===== src/hdl/bfp_pkg.sv =====
package bfp_pkg;
  // register map, byte addresses on a 32-bit apb
  localparam int          ADDR_W          = 8;
  localparam logic [7:0]  OFF_CTRL        = 8'h00;
  localparam logic [7:0]  OFF_PHASE_THR   = 8'h04;
  localparam logic [7:0]  OFF_RES_THR     = 8'h08;
  localparam logic [7:0]  OFF_RETRIP_DLY  = 8'h0C;
  localparam logic [7:0]  OFF_FAIL_DLY    = 8'h10;
  localparam logic [7:0]  OFF_SIG_MASK    = 8'h14;
  localparam logic [7:0]  OFF_RELAY_MASK  = 8'h18;
  localparam logic [7:0]  OFF_STATUS      = 8'h1C;
  // ctrl field positions
  localparam int          CTRL_MODE_LSB   = 0;
  localparam int          CTRL_RES_LSB    = 4;
  localparam int          CTRL_RETRIP_BIT = 6;
  localparam int          CTRL_FORCE_BIT  = 7;
  localparam int          CTRL_FSTAT_LSB  = 8;
  // status field positions
  localparam int          STAT_STATE_LSB  = 0;
  localparam int          STAT_PU_LSB     = 5;
  localparam int          STAT_START_BIT  = 9;
  // widths
  localparam int          MAG_W           = 16;
  localparam int          PTHR_W          = 12;
  localparam int          DLY_W           = 19;
  localparam int          PROD_W          = 24;
  // operating modes
  typedef enum logic [3:0] {
    MODE_CUR              = 4'h0,
    MODE_DO               = 4'h1,
    MODE_SIG              = 4'h2,
    MODE_CUR_AND_DO       = 4'h3,
    MODE_CUR_AND_SIG      = 4'h4,
    MODE_CUR_OR_SIG       = 4'h5,
    MODE_SIG_AND_DO       = 4'h6,
    MODE_SIG_OR_DO        = 4'h7,
    MODE_CUR_OR_DO        = 4'h8,
    MODE_CUR_OR_SIG_AND_DO = 4'h9,
    MODE_CUR_OR_DO_OR_SIG = 4'hA,
    MODE_CUR_AND_DO_AND_SIG = 4'hB
  } mode_t;
  typedef enum logic [1:0] {
    RES_UNUSED = 2'h0,
    RES_ONE    = 2'h1,
    RES_TWO    = 2'h2,
    RES_CALC   = 2'h3
  } res_sel_t;
  typedef enum logic [4:0] {
    ST_NORMAL  = 5'h01,
    ST_START   = 5'h02,
    ST_RETRIP  = 5'h04,
    ST_FAIL    = 5'h08,
    ST_BLOCKED = 5'h10
  } state_t;
  localparam logic [2:0]  FORCE_NORMAL    = 3'h0;
  localparam logic [2:0]  FORCE_START     = 3'h1;
  localparam logic [2:0]  FORCE_RETRIP    = 3'h2;
  localparam logic [2:0]  FORCE_FAIL      = 3'h3;
  localparam logic [2:0]  FORCE_BLOCKED   = 3'h4;
  // reset values: thresholds in 0.01 / 0.001 x nominal, delays in ticks
  localparam logic [PTHR_W-1:0] PTHR_RST  = 12'h014;
  localparam logic [MAG_W-1:0]  RTHR_RST  = 16'h04B0;
  localparam logic [DLY_W-1:0]  RETRIP_RST = 19'h00014;
  localparam logic [DLY_W-1:0]  FAIL_RST  = 19'h00028;
  // scaling and timing
  localparam int          PTHR_SCALE      = 10;
  localparam int          HYST_PCT        = 97;
  localparam int          PCT_FULL        = 100;
  localparam int          CLK_HZ          = 40000000;
  localparam int          TICK_MS         = 5;
  localparam int          TICK_CYCLES     = CLK_HZ / 1000 * TICK_MS;
endpackage


===== src/hdl/breaker_failure_protection.sv =====
// Notes on behaviour
// - supervise breaker after trip; failed retrip raises breaker-failure output
// - retrip can be disabled; then no retrip output at all
// - triggers are current, output relays, binary signals, or combinations
// - three phase magnitudes and selected residual evaluated continuously
// - any selected internal binary signal can start the countdown
// - selected output relay control state acts as a trigger
// - comparators see fundamental-frequency magnitudes only
// - residual source is unused, input one, input two or calculated; default unused
// - monitoring and forcing settings are static, not tied to setting group
// - selected trip signals count only when mode includes signals
// - selected relays count only when mode includes output monitoring
// - status forcing to five states, only while stage forcing is enabled
// - pick-up when any phase, or selected residual, exceeds its threshold
// - pick-up releases below 97 percent of the threshold
// - one phase threshold applies to all three phases
// - new operating settings apply immediately while running
// - mode selector combines criteria with and/or; default current only
// - phase threshold 0.01 to 40.00 in 0.01 steps, default 0.20
// - residual threshold 0.005 to 40.000 in 0.001 steps, default 1.200
// - retrip after retrip delay, failure after failure delay, same start
// - both counters clear as soon as the start condition drops
`timescale 1ns/1ps
`default_nettype none
module breaker_failure_protection
  import bfp_pkg::*;
#(
  parameter int SIG_W       = 16,
  parameter int RELAY_W     = 8,
  parameter int TICK_CYC    = bfp_pkg::TICK_CYCLES
) (
  input  wire logic                        pclk,
  input  wire logic                        presetn,
  input  wire logic                        psel,
  input  wire logic                        penable,
  input  wire logic                        pwrite,
  input  wire logic [bfp_pkg::ADDR_W-1:0]  paddr,
  input  wire logic [31:0]                 pwdata,
  output var  logic [31:0]                 prdata,
  output var  logic                        pready,
  output var  logic                        pslverr,
  input  wire logic [bfp_pkg::MAG_W-1:0]   phase_mag_a,
  input  wire logic [bfp_pkg::MAG_W-1:0]   phase_mag_b,
  input  wire logic [bfp_pkg::MAG_W-1:0]   phase_mag_c,
  input  wire logic [bfp_pkg::MAG_W-1:0]   residual_input_one,
  input  wire logic [bfp_pkg::MAG_W-1:0]   residual_input_two,
  input  wire logic [bfp_pkg::MAG_W-1:0]   calculated_residual,
  input  wire logic [SIG_W-1:0]            trip_signals,
  input  wire logic [RELAY_W-1:0]          relay_controls,
  output var  logic                        start_out,
  output var  logic                        retrip_out,
  output var  logic                        breaker_failure_output,
  output var  logic                        blocked_out
);
  import bfp_pkg::*;

  ////////////////////////////////////////////////////////////////////////
  // register file
  mode_t               mode;
  res_sel_t            residual_source_select;
  logic                retrip_en;
  logic                force_en;
  logic [2:0]          force_stat;
  logic [PTHR_W-1:0]   phase_pickup_threshold;
  logic [MAG_W-1:0]    residual_pickup_threshold;
  logic [DLY_W-1:0]    retrip_dly;
  logic [DLY_W-1:0]    fail_dly;
  logic [SIG_W-1:0]    sig_mask;
  logic [RELAY_W-1:0]  relay_mask;
  mode_t               next_mode;
  res_sel_t            next_res_sel;
  logic                next_retrip_en;
  logic                next_force_en;
  logic [2:0]          next_force_stat;
  logic [PTHR_W-1:0]   next_pthr;
  logic [MAG_W-1:0]    next_rthr;
  logic [DLY_W-1:0]    next_retrip_dly;
  logic [DLY_W-1:0]    next_fail_dly;
  logic [SIG_W-1:0]    next_sig_mask;
  logic [RELAY_W-1:0]  next_relay_mask;
  logic [31:0]         next_prdata;
  logic                next_pready;
  logic                next_pslverr;
  logic                wr;
  logic                rd_hit;
  logic [31:0]         rd_val;
  logic [31:0]         stat_word;
  state_t              state;
  logic [3:0]          pu;
  logic                start_cond;

  assign wr = psel && penable && pready && pwrite;

  always_comb begin
    stat_word = '0;
    stat_word[STAT_STATE_LSB +: 5] = state;
    stat_word[STAT_PU_LSB +: 4] = pu;
    stat_word[STAT_START_BIT] = start_cond;
  end

  // settings are plain registers: a write takes effect on the next cycle
  always_comb begin
    next_mode       = mode;
    next_res_sel    = residual_source_select;
    next_retrip_en  = retrip_en;
    next_force_en   = force_en;
    next_force_stat = force_stat;
    next_pthr       = phase_pickup_threshold;
    next_rthr       = residual_pickup_threshold;
    next_retrip_dly = retrip_dly;
    next_fail_dly   = fail_dly;
    next_sig_mask   = sig_mask;
    next_relay_mask = relay_mask;
    rd_hit          = 1'b1;
    rd_val          = '0;
    if (paddr == OFF_CTRL) begin
      rd_val[CTRL_MODE_LSB +: 4]  = mode;
      rd_val[CTRL_RES_LSB +: 2]   = residual_source_select;
      rd_val[CTRL_RETRIP_BIT]     = retrip_en;
      rd_val[CTRL_FORCE_BIT]      = force_en;
      rd_val[CTRL_FSTAT_LSB +: 3] = force_stat;
      if (wr) begin
        next_mode       = mode_t'(pwdata[CTRL_MODE_LSB +: 4]);
        next_res_sel    = res_sel_t'(pwdata[CTRL_RES_LSB +: 2]);
        next_retrip_en  = pwdata[CTRL_RETRIP_BIT];
        next_force_en   = pwdata[CTRL_FORCE_BIT];
        next_force_stat = pwdata[CTRL_FSTAT_LSB +: 3];
      end
    end else if (paddr == OFF_PHASE_THR) begin
      rd_val[PTHR_W-1:0] = phase_pickup_threshold;
      if (wr) begin
        next_pthr = pwdata[PTHR_W-1:0];
      end
    end else if (paddr == OFF_RES_THR) begin
      rd_val[MAG_W-1:0] = residual_pickup_threshold;
      if (wr) begin
        next_rthr = pwdata[MAG_W-1:0];
      end
    end else if (paddr == OFF_RETRIP_DLY) begin
      rd_val[DLY_W-1:0] = retrip_dly;
      if (wr) begin
        next_retrip_dly = pwdata[DLY_W-1:0];
      end
    end else if (paddr == OFF_FAIL_DLY) begin
      rd_val[DLY_W-1:0] = fail_dly;
      if (wr) begin
        next_fail_dly = pwdata[DLY_W-1:0];
      end
    end else if (paddr == OFF_SIG_MASK) begin
      rd_val[SIG_W-1:0] = sig_mask;
      if (wr) begin
        next_sig_mask = pwdata[SIG_W-1:0];
      end
    end else if (paddr == OFF_RELAY_MASK) begin
      rd_val[RELAY_W-1:0] = relay_mask;
      if (wr) begin
        next_relay_mask = pwdata[RELAY_W-1:0];
      end
    end else if (paddr == OFF_STATUS) begin
      rd_val = stat_word;
    end else begin
      rd_hit = 1'b0;
    end
  end

  // one wait state: pready rises in the second access cycle
  always_comb begin
    next_pready  = psel && penable && !pready;
    next_prdata  = prdata;
    next_pslverr = 1'b0;
    if (psel && penable && !pready) begin
      next_prdata  = pwrite ? 32'h0000_0000 : rd_val;
      next_pslverr = !rd_hit;
    end
  end

  always_ff @(posedge pclk or negedge presetn) begin
    if (!presetn) begin
      mode                      <= MODE_CUR;
      residual_source_select    <= RES_UNUSED;
      retrip_en                 <= 1'b1;
      force_en                  <= 1'b0;
      force_stat                <= FORCE_NORMAL;
      phase_pickup_threshold    <= PTHR_RST;
      residual_pickup_threshold <= RTHR_RST;
      retrip_dly                <= RETRIP_RST;
      fail_dly                  <= FAIL_RST;
      sig_mask                  <= '0;
      relay_mask                <= '0;
      prdata                    <= 32'h0000_0000;
      pready                    <= 1'b0;
      pslverr                   <= 1'b0;
    end else begin
      mode                      <= next_mode;
      residual_source_select    <= next_res_sel;
      retrip_en                 <= next_retrip_en;
      force_en                  <= next_force_en;
      force_stat                <= next_force_stat;
      phase_pickup_threshold    <= next_pthr;
      residual_pickup_threshold <= next_rthr;
      retrip_dly                <= next_retrip_dly;
      fail_dly                  <= next_fail_dly;
      sig_mask                  <= next_sig_mask;
      relay_mask                <= next_relay_mask;
      prdata                    <= next_prdata;
      pready                    <= next_pready;
      pslverr                   <= next_pslverr;
    end
  end

  ////////////////////////////////////////////////////////////////////////
  // pick-up comparators: channels 0..2 phases, 3 residual
  logic [MAG_W-1:0]  ch_mag [4];
  logic [MAG_W-1:0]  ch_thr [4];
  logic [3:0]        over;
  logic [3:0]        rel;
  logic [3:0]        next_pu;
  logic [MAG_W-1:0]  res_mag;
  logic [MAG_W-1:0]  pthr_m;

  assign pthr_m = MAG_W'(phase_pickup_threshold * PTHR_SCALE);

  always_comb begin
    case (residual_source_select)
      RES_ONE:  res_mag = residual_input_one;
      RES_TWO:  res_mag = residual_input_two;
      RES_CALC: res_mag = calculated_residual;
      default:  res_mag = '0;
    endcase
  end

  // magnitudes arrive already as fundamental-frequency values
  assign ch_mag[0] = phase_mag_a;
  assign ch_mag[1] = phase_mag_b;
  assign ch_mag[2] = phase_mag_c;
  assign ch_mag[3] = res_mag;
  assign ch_thr[0] = pthr_m;
  assign ch_thr[1] = pthr_m;
  assign ch_thr[2] = pthr_m;
  assign ch_thr[3] = residual_pickup_threshold;

  for (genvar i = 0; i < 4; i++) begin : g_cmp
    logic [PROD_W-1:0] mag_pct;
    logic [PROD_W-1:0] thr_pct;
    assign mag_pct = PROD_W'(ch_mag[i] * PCT_FULL);
    assign thr_pct = PROD_W'(ch_thr[i] * HYST_PCT);
    assign over[i] = ch_mag[i] > ch_thr[i];
    assign rel[i]  = mag_pct < thr_pct;
    always_comb begin
      if (i == 3 && residual_source_select == RES_UNUSED) begin
        next_pu[i] = 1'b0;
      end else if (over[i]) begin
        next_pu[i] = 1'b1;
      end else if (rel[i]) begin
        next_pu[i] = 1'b0;
      end else begin
        next_pu[i] = pu[i];
      end
    end
  end

  always_ff @(posedge pclk or negedge presetn) begin
    if (!presetn) begin
      pu <= '0;
    end else begin
      pu <= next_pu;
    end
  end

  ////////////////////////////////////////////////////////////////////////
  // start condition per operating mode
  logic cur_c;
  logic do_c;
  logic sig_c;

  assign cur_c = |pu;
  assign do_c  = |(relay_controls & relay_mask);
  assign sig_c = |(trip_signals & sig_mask);

  always_comb begin
    case (mode)
      MODE_DO:                 start_cond = do_c;
      MODE_SIG:                start_cond = sig_c;
      MODE_CUR_AND_DO:         start_cond = cur_c && do_c;
      MODE_CUR_AND_SIG:        start_cond = cur_c && sig_c;
      MODE_CUR_OR_SIG:         start_cond = cur_c || sig_c;
      MODE_SIG_AND_DO:         start_cond = sig_c && do_c;
      MODE_SIG_OR_DO:          start_cond = sig_c || do_c;
      MODE_CUR_OR_DO:          start_cond = cur_c || do_c;
      MODE_CUR_OR_SIG_AND_DO:  start_cond = cur_c || (sig_c && do_c);
      MODE_CUR_OR_DO_OR_SIG:   start_cond = cur_c || do_c || sig_c;
      MODE_CUR_AND_DO_AND_SIG: start_cond = cur_c && do_c && sig_c;
      default:                 start_cond = cur_c;
    endcase
  end

  ////////////////////////////////////////////////////////////////////////
  // time base and delay counters
  // time base restarts with each start, so no delay output can come a tick early
  localparam int PRE_W = $clog2(TICK_CYC + 1);
  logic [PRE_W-1:0]  pre;
  logic [PRE_W-1:0]  next_pre;
  logic              tick;
  logic [DLY_W-1:0]  rt_cnt;
  logic [DLY_W-1:0]  fl_cnt;
  logic [DLY_W-1:0]  next_rt_cnt;
  logic [DLY_W-1:0]  next_fl_cnt;
  logic              rt_done;
  logic              fl_done;

  assign tick    = pre == PRE_W'(TICK_CYC - 1);
  assign rt_done = rt_cnt >= retrip_dly;
  assign fl_done = fl_cnt >= fail_dly;

  always_comb begin
    next_pre    = (tick || !start_cond) ? '0 : pre + 1'b1;
    next_rt_cnt = rt_cnt;
    next_fl_cnt = fl_cnt;
    if (!start_cond) begin
      next_rt_cnt = '0;
      next_fl_cnt = '0;
    end else if (tick) begin
      if (!rt_done) begin
        next_rt_cnt = rt_cnt + 1'b1;
      end
      if (!fl_done) begin
        next_fl_cnt = fl_cnt + 1'b1;
      end
    end
  end

  always_ff @(posedge pclk or negedge presetn) begin
    if (!presetn) begin
      pre    <= '0;
      rt_cnt <= '0;
      fl_cnt <= '0;
    end else begin
      pre    <= next_pre;
      rt_cnt <= next_rt_cnt;
      fl_cnt <= next_fl_cnt;
    end
  end

  ////////////////////////////////////////////////////////////////////////
  // function status and outputs
  state_t  next_state;
  logic    forced;

  assign forced = force_en && (force_stat != FORCE_NORMAL);

  always_comb begin
    if (force_en) begin
      case (force_stat)
        FORCE_START:   next_state = ST_START;
        FORCE_RETRIP:  next_state = ST_RETRIP;
        FORCE_FAIL:    next_state = ST_FAIL;
        FORCE_BLOCKED: next_state = ST_BLOCKED;
        default:       next_state = ST_NORMAL;
      endcase
    end else if (!start_cond) begin
      next_state = ST_NORMAL;
    end else if (fl_done) begin
      next_state = ST_FAIL;
    end else if (rt_done) begin
      next_state = ST_RETRIP;
    end else begin
      next_state = ST_START;
    end
  end

  always_ff @(posedge pclk or negedge presetn) begin
    if (!presetn) begin
      state                  <= ST_NORMAL;
      start_out              <= 1'b0;
      retrip_out             <= 1'b0;
      breaker_failure_output <= 1'b0;
      blocked_out            <= 1'b0;
    end else begin
      state                  <= next_state;
      start_out              <= next_state != ST_NORMAL && next_state != ST_BLOCKED;
      // retrip stays up alongside failure; gated off entirely when disabled
      retrip_out             <= retrip_en && (next_state == ST_RETRIP
                                || next_state == ST_FAIL);
      breaker_failure_output <= next_state == ST_FAIL;
      blocked_out            <= next_state == ST_BLOCKED;
    end
  end
endmodule
`default_nettype wire


===== config.mk =====
export PLATFORM = sky130hd
export DESIGN_NAME = breaker_failure_protection
export DESIGN_NICKNAME = d
export VERILOG_FILES = /design/src/hdl/bfp_pkg.sv /design/src/hdl/breaker_failure_protection.sv
export SDC_FILE = /design/constraint.sdc
export NUM_CORES = 1
export LEC_CHECK = 0
export ABC_AREA = 1
export BUFFER_PORTS_ARGS = -buffer_cell sky130_fd_sc_hd__buf_2
export CORE_AREA = 4 4 254 206
export CTS_CLUSTER_DIAMETER = 120
export DETAILED_ROUTE_END_ITERATION = 12
export DIE_AREA = 0 0 258 210
export PLACE_DENSITY = 0.7
export SLEW_MARGIN = 15
export SYNTH_ARGS = -nofsm -noshare
export SYNTH_HDL_FRONTEND = slang
export SYNTH_SLANG_ARGS = --single-unit

===== constraint.sdc =====
create_clock -name pclk -period 5.3 [get_ports pclk]
set_input_delay 1.325 -clock pclk [delete_from_list [all_inputs] [get_ports pclk]]
set_output_delay 1.325 -clock pclk [all_outputs]
set_load 0.1 [all_outputs]

==> qor.yml <==
status: "finished, violations left"
violations: "negative setup slack"
hpwl_mm: 55.9
fin_cells: 4354
fin_util_pct: 59.7
syn_inst: 3324
syn-cell-area_um2: 24700
place_area_um2: 27500
synthArstFlopShare_pct: 100
clk_pin_slew_ps: 80
ys_ff_latch: 191
whs_path_depth: 1
critPathRequiredTime_ps: 5630
clock_path_buffers: 2
root_buffer: "clkbuf_16"
drt_iter0_markers: 1576
r2r-end: "pu[2]"
insertion_delay_ps: 450
synth_edf_count: 0
synthTopCellsByCount: "nand2_1 (711), inv_1 (625), ha_1 (527), a21oi_1 (180), dfrtp_1 (179)"
areaGrowthSynthToFinish_pct: 19.8
power.switching_mw: 2.10
ios: 203
synth.top_cells.by_area: "ha_1 (27%), dfrtp_1 (18%), nand2_1 (11%)"
portBuffers: 176
crit_path_start_kind: "register"
leakage_nw: 16.0
gr-usage-all-layers_pct: 24.8
finalClockSkew_ps: 13.7
rr_startpoint: "phase_pickup_threshold[3]"
register_area_um2: 4800
reg2reg_depth: 29
drv_slew: 0
synth_seq_area_share_pct: 19.4
antenna_found_initial: 8
tightest_slew_ps: 1100
ys.flop_type: "dfrtp_1"
switching_share_pct: 40.2
nets: 4413
synth_top_cell_by_area: "ha_1"
die_y_um: 210
setup_viol: 3
grt_pass1_vias: 21400
reg2reg_slack_ps: -70
grt_max_degree: 132
dieArea_um2: 54200
drt-pass1-iter-count: 6
yosysUniqueCellTypes: 60
cpPeakStageDelay_ps: 490
min_path_type: "register to register"
ir_drop_mv: 0.195
num_rows: 73
worstPathMaxFanout: 4
cts.sinks: 191
die_x_um: 258
dp_cells: 4290
cts_made_buffers: 17
hp-start: "pre[0]"
maxCapViolations: 0
drive_gt1_share_pct: 18.9
cts_max_level: 4
finalHoldViolations: 0
relSlewSlack_pct: 26.7
crit_arrival_ps: 5700
hold_path_end: "pre[0]"
fin_area_um2: 29600
power_mw: 5.22
final.fill_count: 4441
finalWirelength_mm: 70.3
max_freq_mhz: 186
yosys_warnings: 0
overflow: 0
synth_top_area_share_pct: 26.7
period_minus_slack_ps: 5370
min_period_over_period_pct: 101
critPathKind: "register to register"
p_clk_share_pct: 25.2
power_density_nw_per_um2: 176
synthMostInstantiatedCell: "nand2_1"
slowest_stage: "fa_1"
ant_nets: 0
endpoint_kind: "register"
coreArea_um2: 49600
start_util_pct: 49.8
combPwrFrac_pct: 45.2
seqPwrFrac_pct: 29.6
synth_area_per_cell_um2: 7.44
wl_per_cell_um: 16.1
intPower_mw: 3.12
cts_tree: "built"
grt_pass1_wl_mm: 110
num_vias: 23100
place_congestion: 0.948
drc: 0
rsz0062_at_grt: "yes"
multi_input_area_um2: 18600
path_common_cell: "nand2_2"
timing.final.ws_setup_ps: -68.3
vias_per_cell: 5.31
==> critical path, delay by kind of cell, from the launching register on <==
family	cells	cell delay, ps
xor gates and xnor gates	3	460
adders and majority gates	8	2430
DFF	1	410
and+or+nand+nor	11	910
buffers and inverters	4	370
AOI/OAI and AO/OA	3	690
==> how the worst max path moves through the flow <==
stage,start,to
after global placement,phase_pickup_threshold[4],pu[1]
after global routing,phase_pickup_threshold[3],pu[2]
final,phase_pickup_threshold[3],pu[2]
after floorplan,phase_pickup_threshold[4],pu[2]
after detailed placement,phase_pickup_threshold[4],pu[0]
after CTS,phase_pickup_threshold[2],pu[2]
==> logic make-up after synthesis <==
logic type	count (synthesis)	synth area share, %
and+or+nand+nor	1217	21.4
xor gates and xnor gates	124	4.42
buffers and inverters	694	11.1
adders and majority gates	587	31.5
DFF	191	19.4
AOI/OAI and AO/OA	510	12.2
other	1	0.0152
==> routing by layer <==
metal / up-vias / routed length [um] / track usage [%]
li1: 11600 / - / -
met1: 10700 / 32800 / 36.1
met2: 687 / 29700 / 38.1
met3: 116 / 6010 / 5.41
met4: 6 / 1760 / 5.48
met5: - / 34 / 0
==> layout make-up <==
type                            instances  share of cell area, %
Antenna cell                            5                 0.0423
Clock buffer                           17                   1.44
Clock inverter                         15                  0.562
Inverter                              636                   8.09
Multi-Input combinational cell       2451                   62.9
Sequential cell                       191                   16.2
Tap cell                              675                   2.85
Timing Repair Buffer                  363                   7.91
Timing Repair inverter                  1                 0.0254
==> flip-flops by register name, summed over array words and instances, names as in the netlist, 2 cells and up <==
| name | cells |
|---|---|
| fail_dly | 19 |
| fl_cnt | 19 |
| force_stat | 3 |
| mode | 4 |
| phase_pickup_threshold | 12 |
| prdata | 19 |
| pre | 18 |
| pu | 4 |
| relay_mask | 8 |
| residual_pickup_threshold | 16 |
| residual_source_select | 2 |
| retrip_dly | 19 |
| rt_cnt | 19 |
| sig_mask | 16 |
| state | 5 |
==> power by group through the flow <==
stage / logic [mW] / registers (mW) / clock network [mW]
global route: 2.71 / 1.55 / 1.38
CTS: 2.21 / 1.54 / 1.32
global placement: 2.13 / 1.57 / 0
finish: 2.36 / 1.54 / 1.31
floorplan: 1.63 / 1.58 / 0
detailed placement: 2.18 / 1.57 / 0
==> through the flow <==
stage | worst slack [ps] | hold WS (ps) | TNS (ps)
4_1_cts | -294 | 464 | -802
3_5_place_dp | -528 | 454 | -1900
5_1_grt | -250 | 499 | -885
3_3_place_gp | -475 | 448 | -1720
6_report | -68.3 | 456 | -123
2_1_floorplan | 8.85 | 425 | 0
==> placed cells by master, fill, tap and decap left out, types with 13 or more instances in the layout <==
cell / instances
inv_1: 614
o221ai_1: 15
xor2_1: 76
nand2_2: 40
nand4_1: 66
nor2_4: 13
buf_2: 175
ha_1: 477
inv_2: 18
conb_1: 13
fa_1: 59
ha_4: 48
nand3_2: 26
nand3_1: 138
a21oi_1: 160
nand2_1: 673
a31oi_1: 18
nor3_1: 34
o21ai_0: 166
buf_4: 179
o21ai_2: 24
nor2_2: 22
a21oi_2: 18
xnor2_1: 36
dfrtp_1: 176
nor2_1: 150
clkbuf_16: 17
==> timing repair <==
action	in CTS	in global routing
gates resized for setup	36	192
pin swaps	19	102
hold buffers	0	0
gates cloned	0	1
buffers inserted	12	17
endpoints found under the setup margin	3	4
Power figures use the tool's default switching activity.
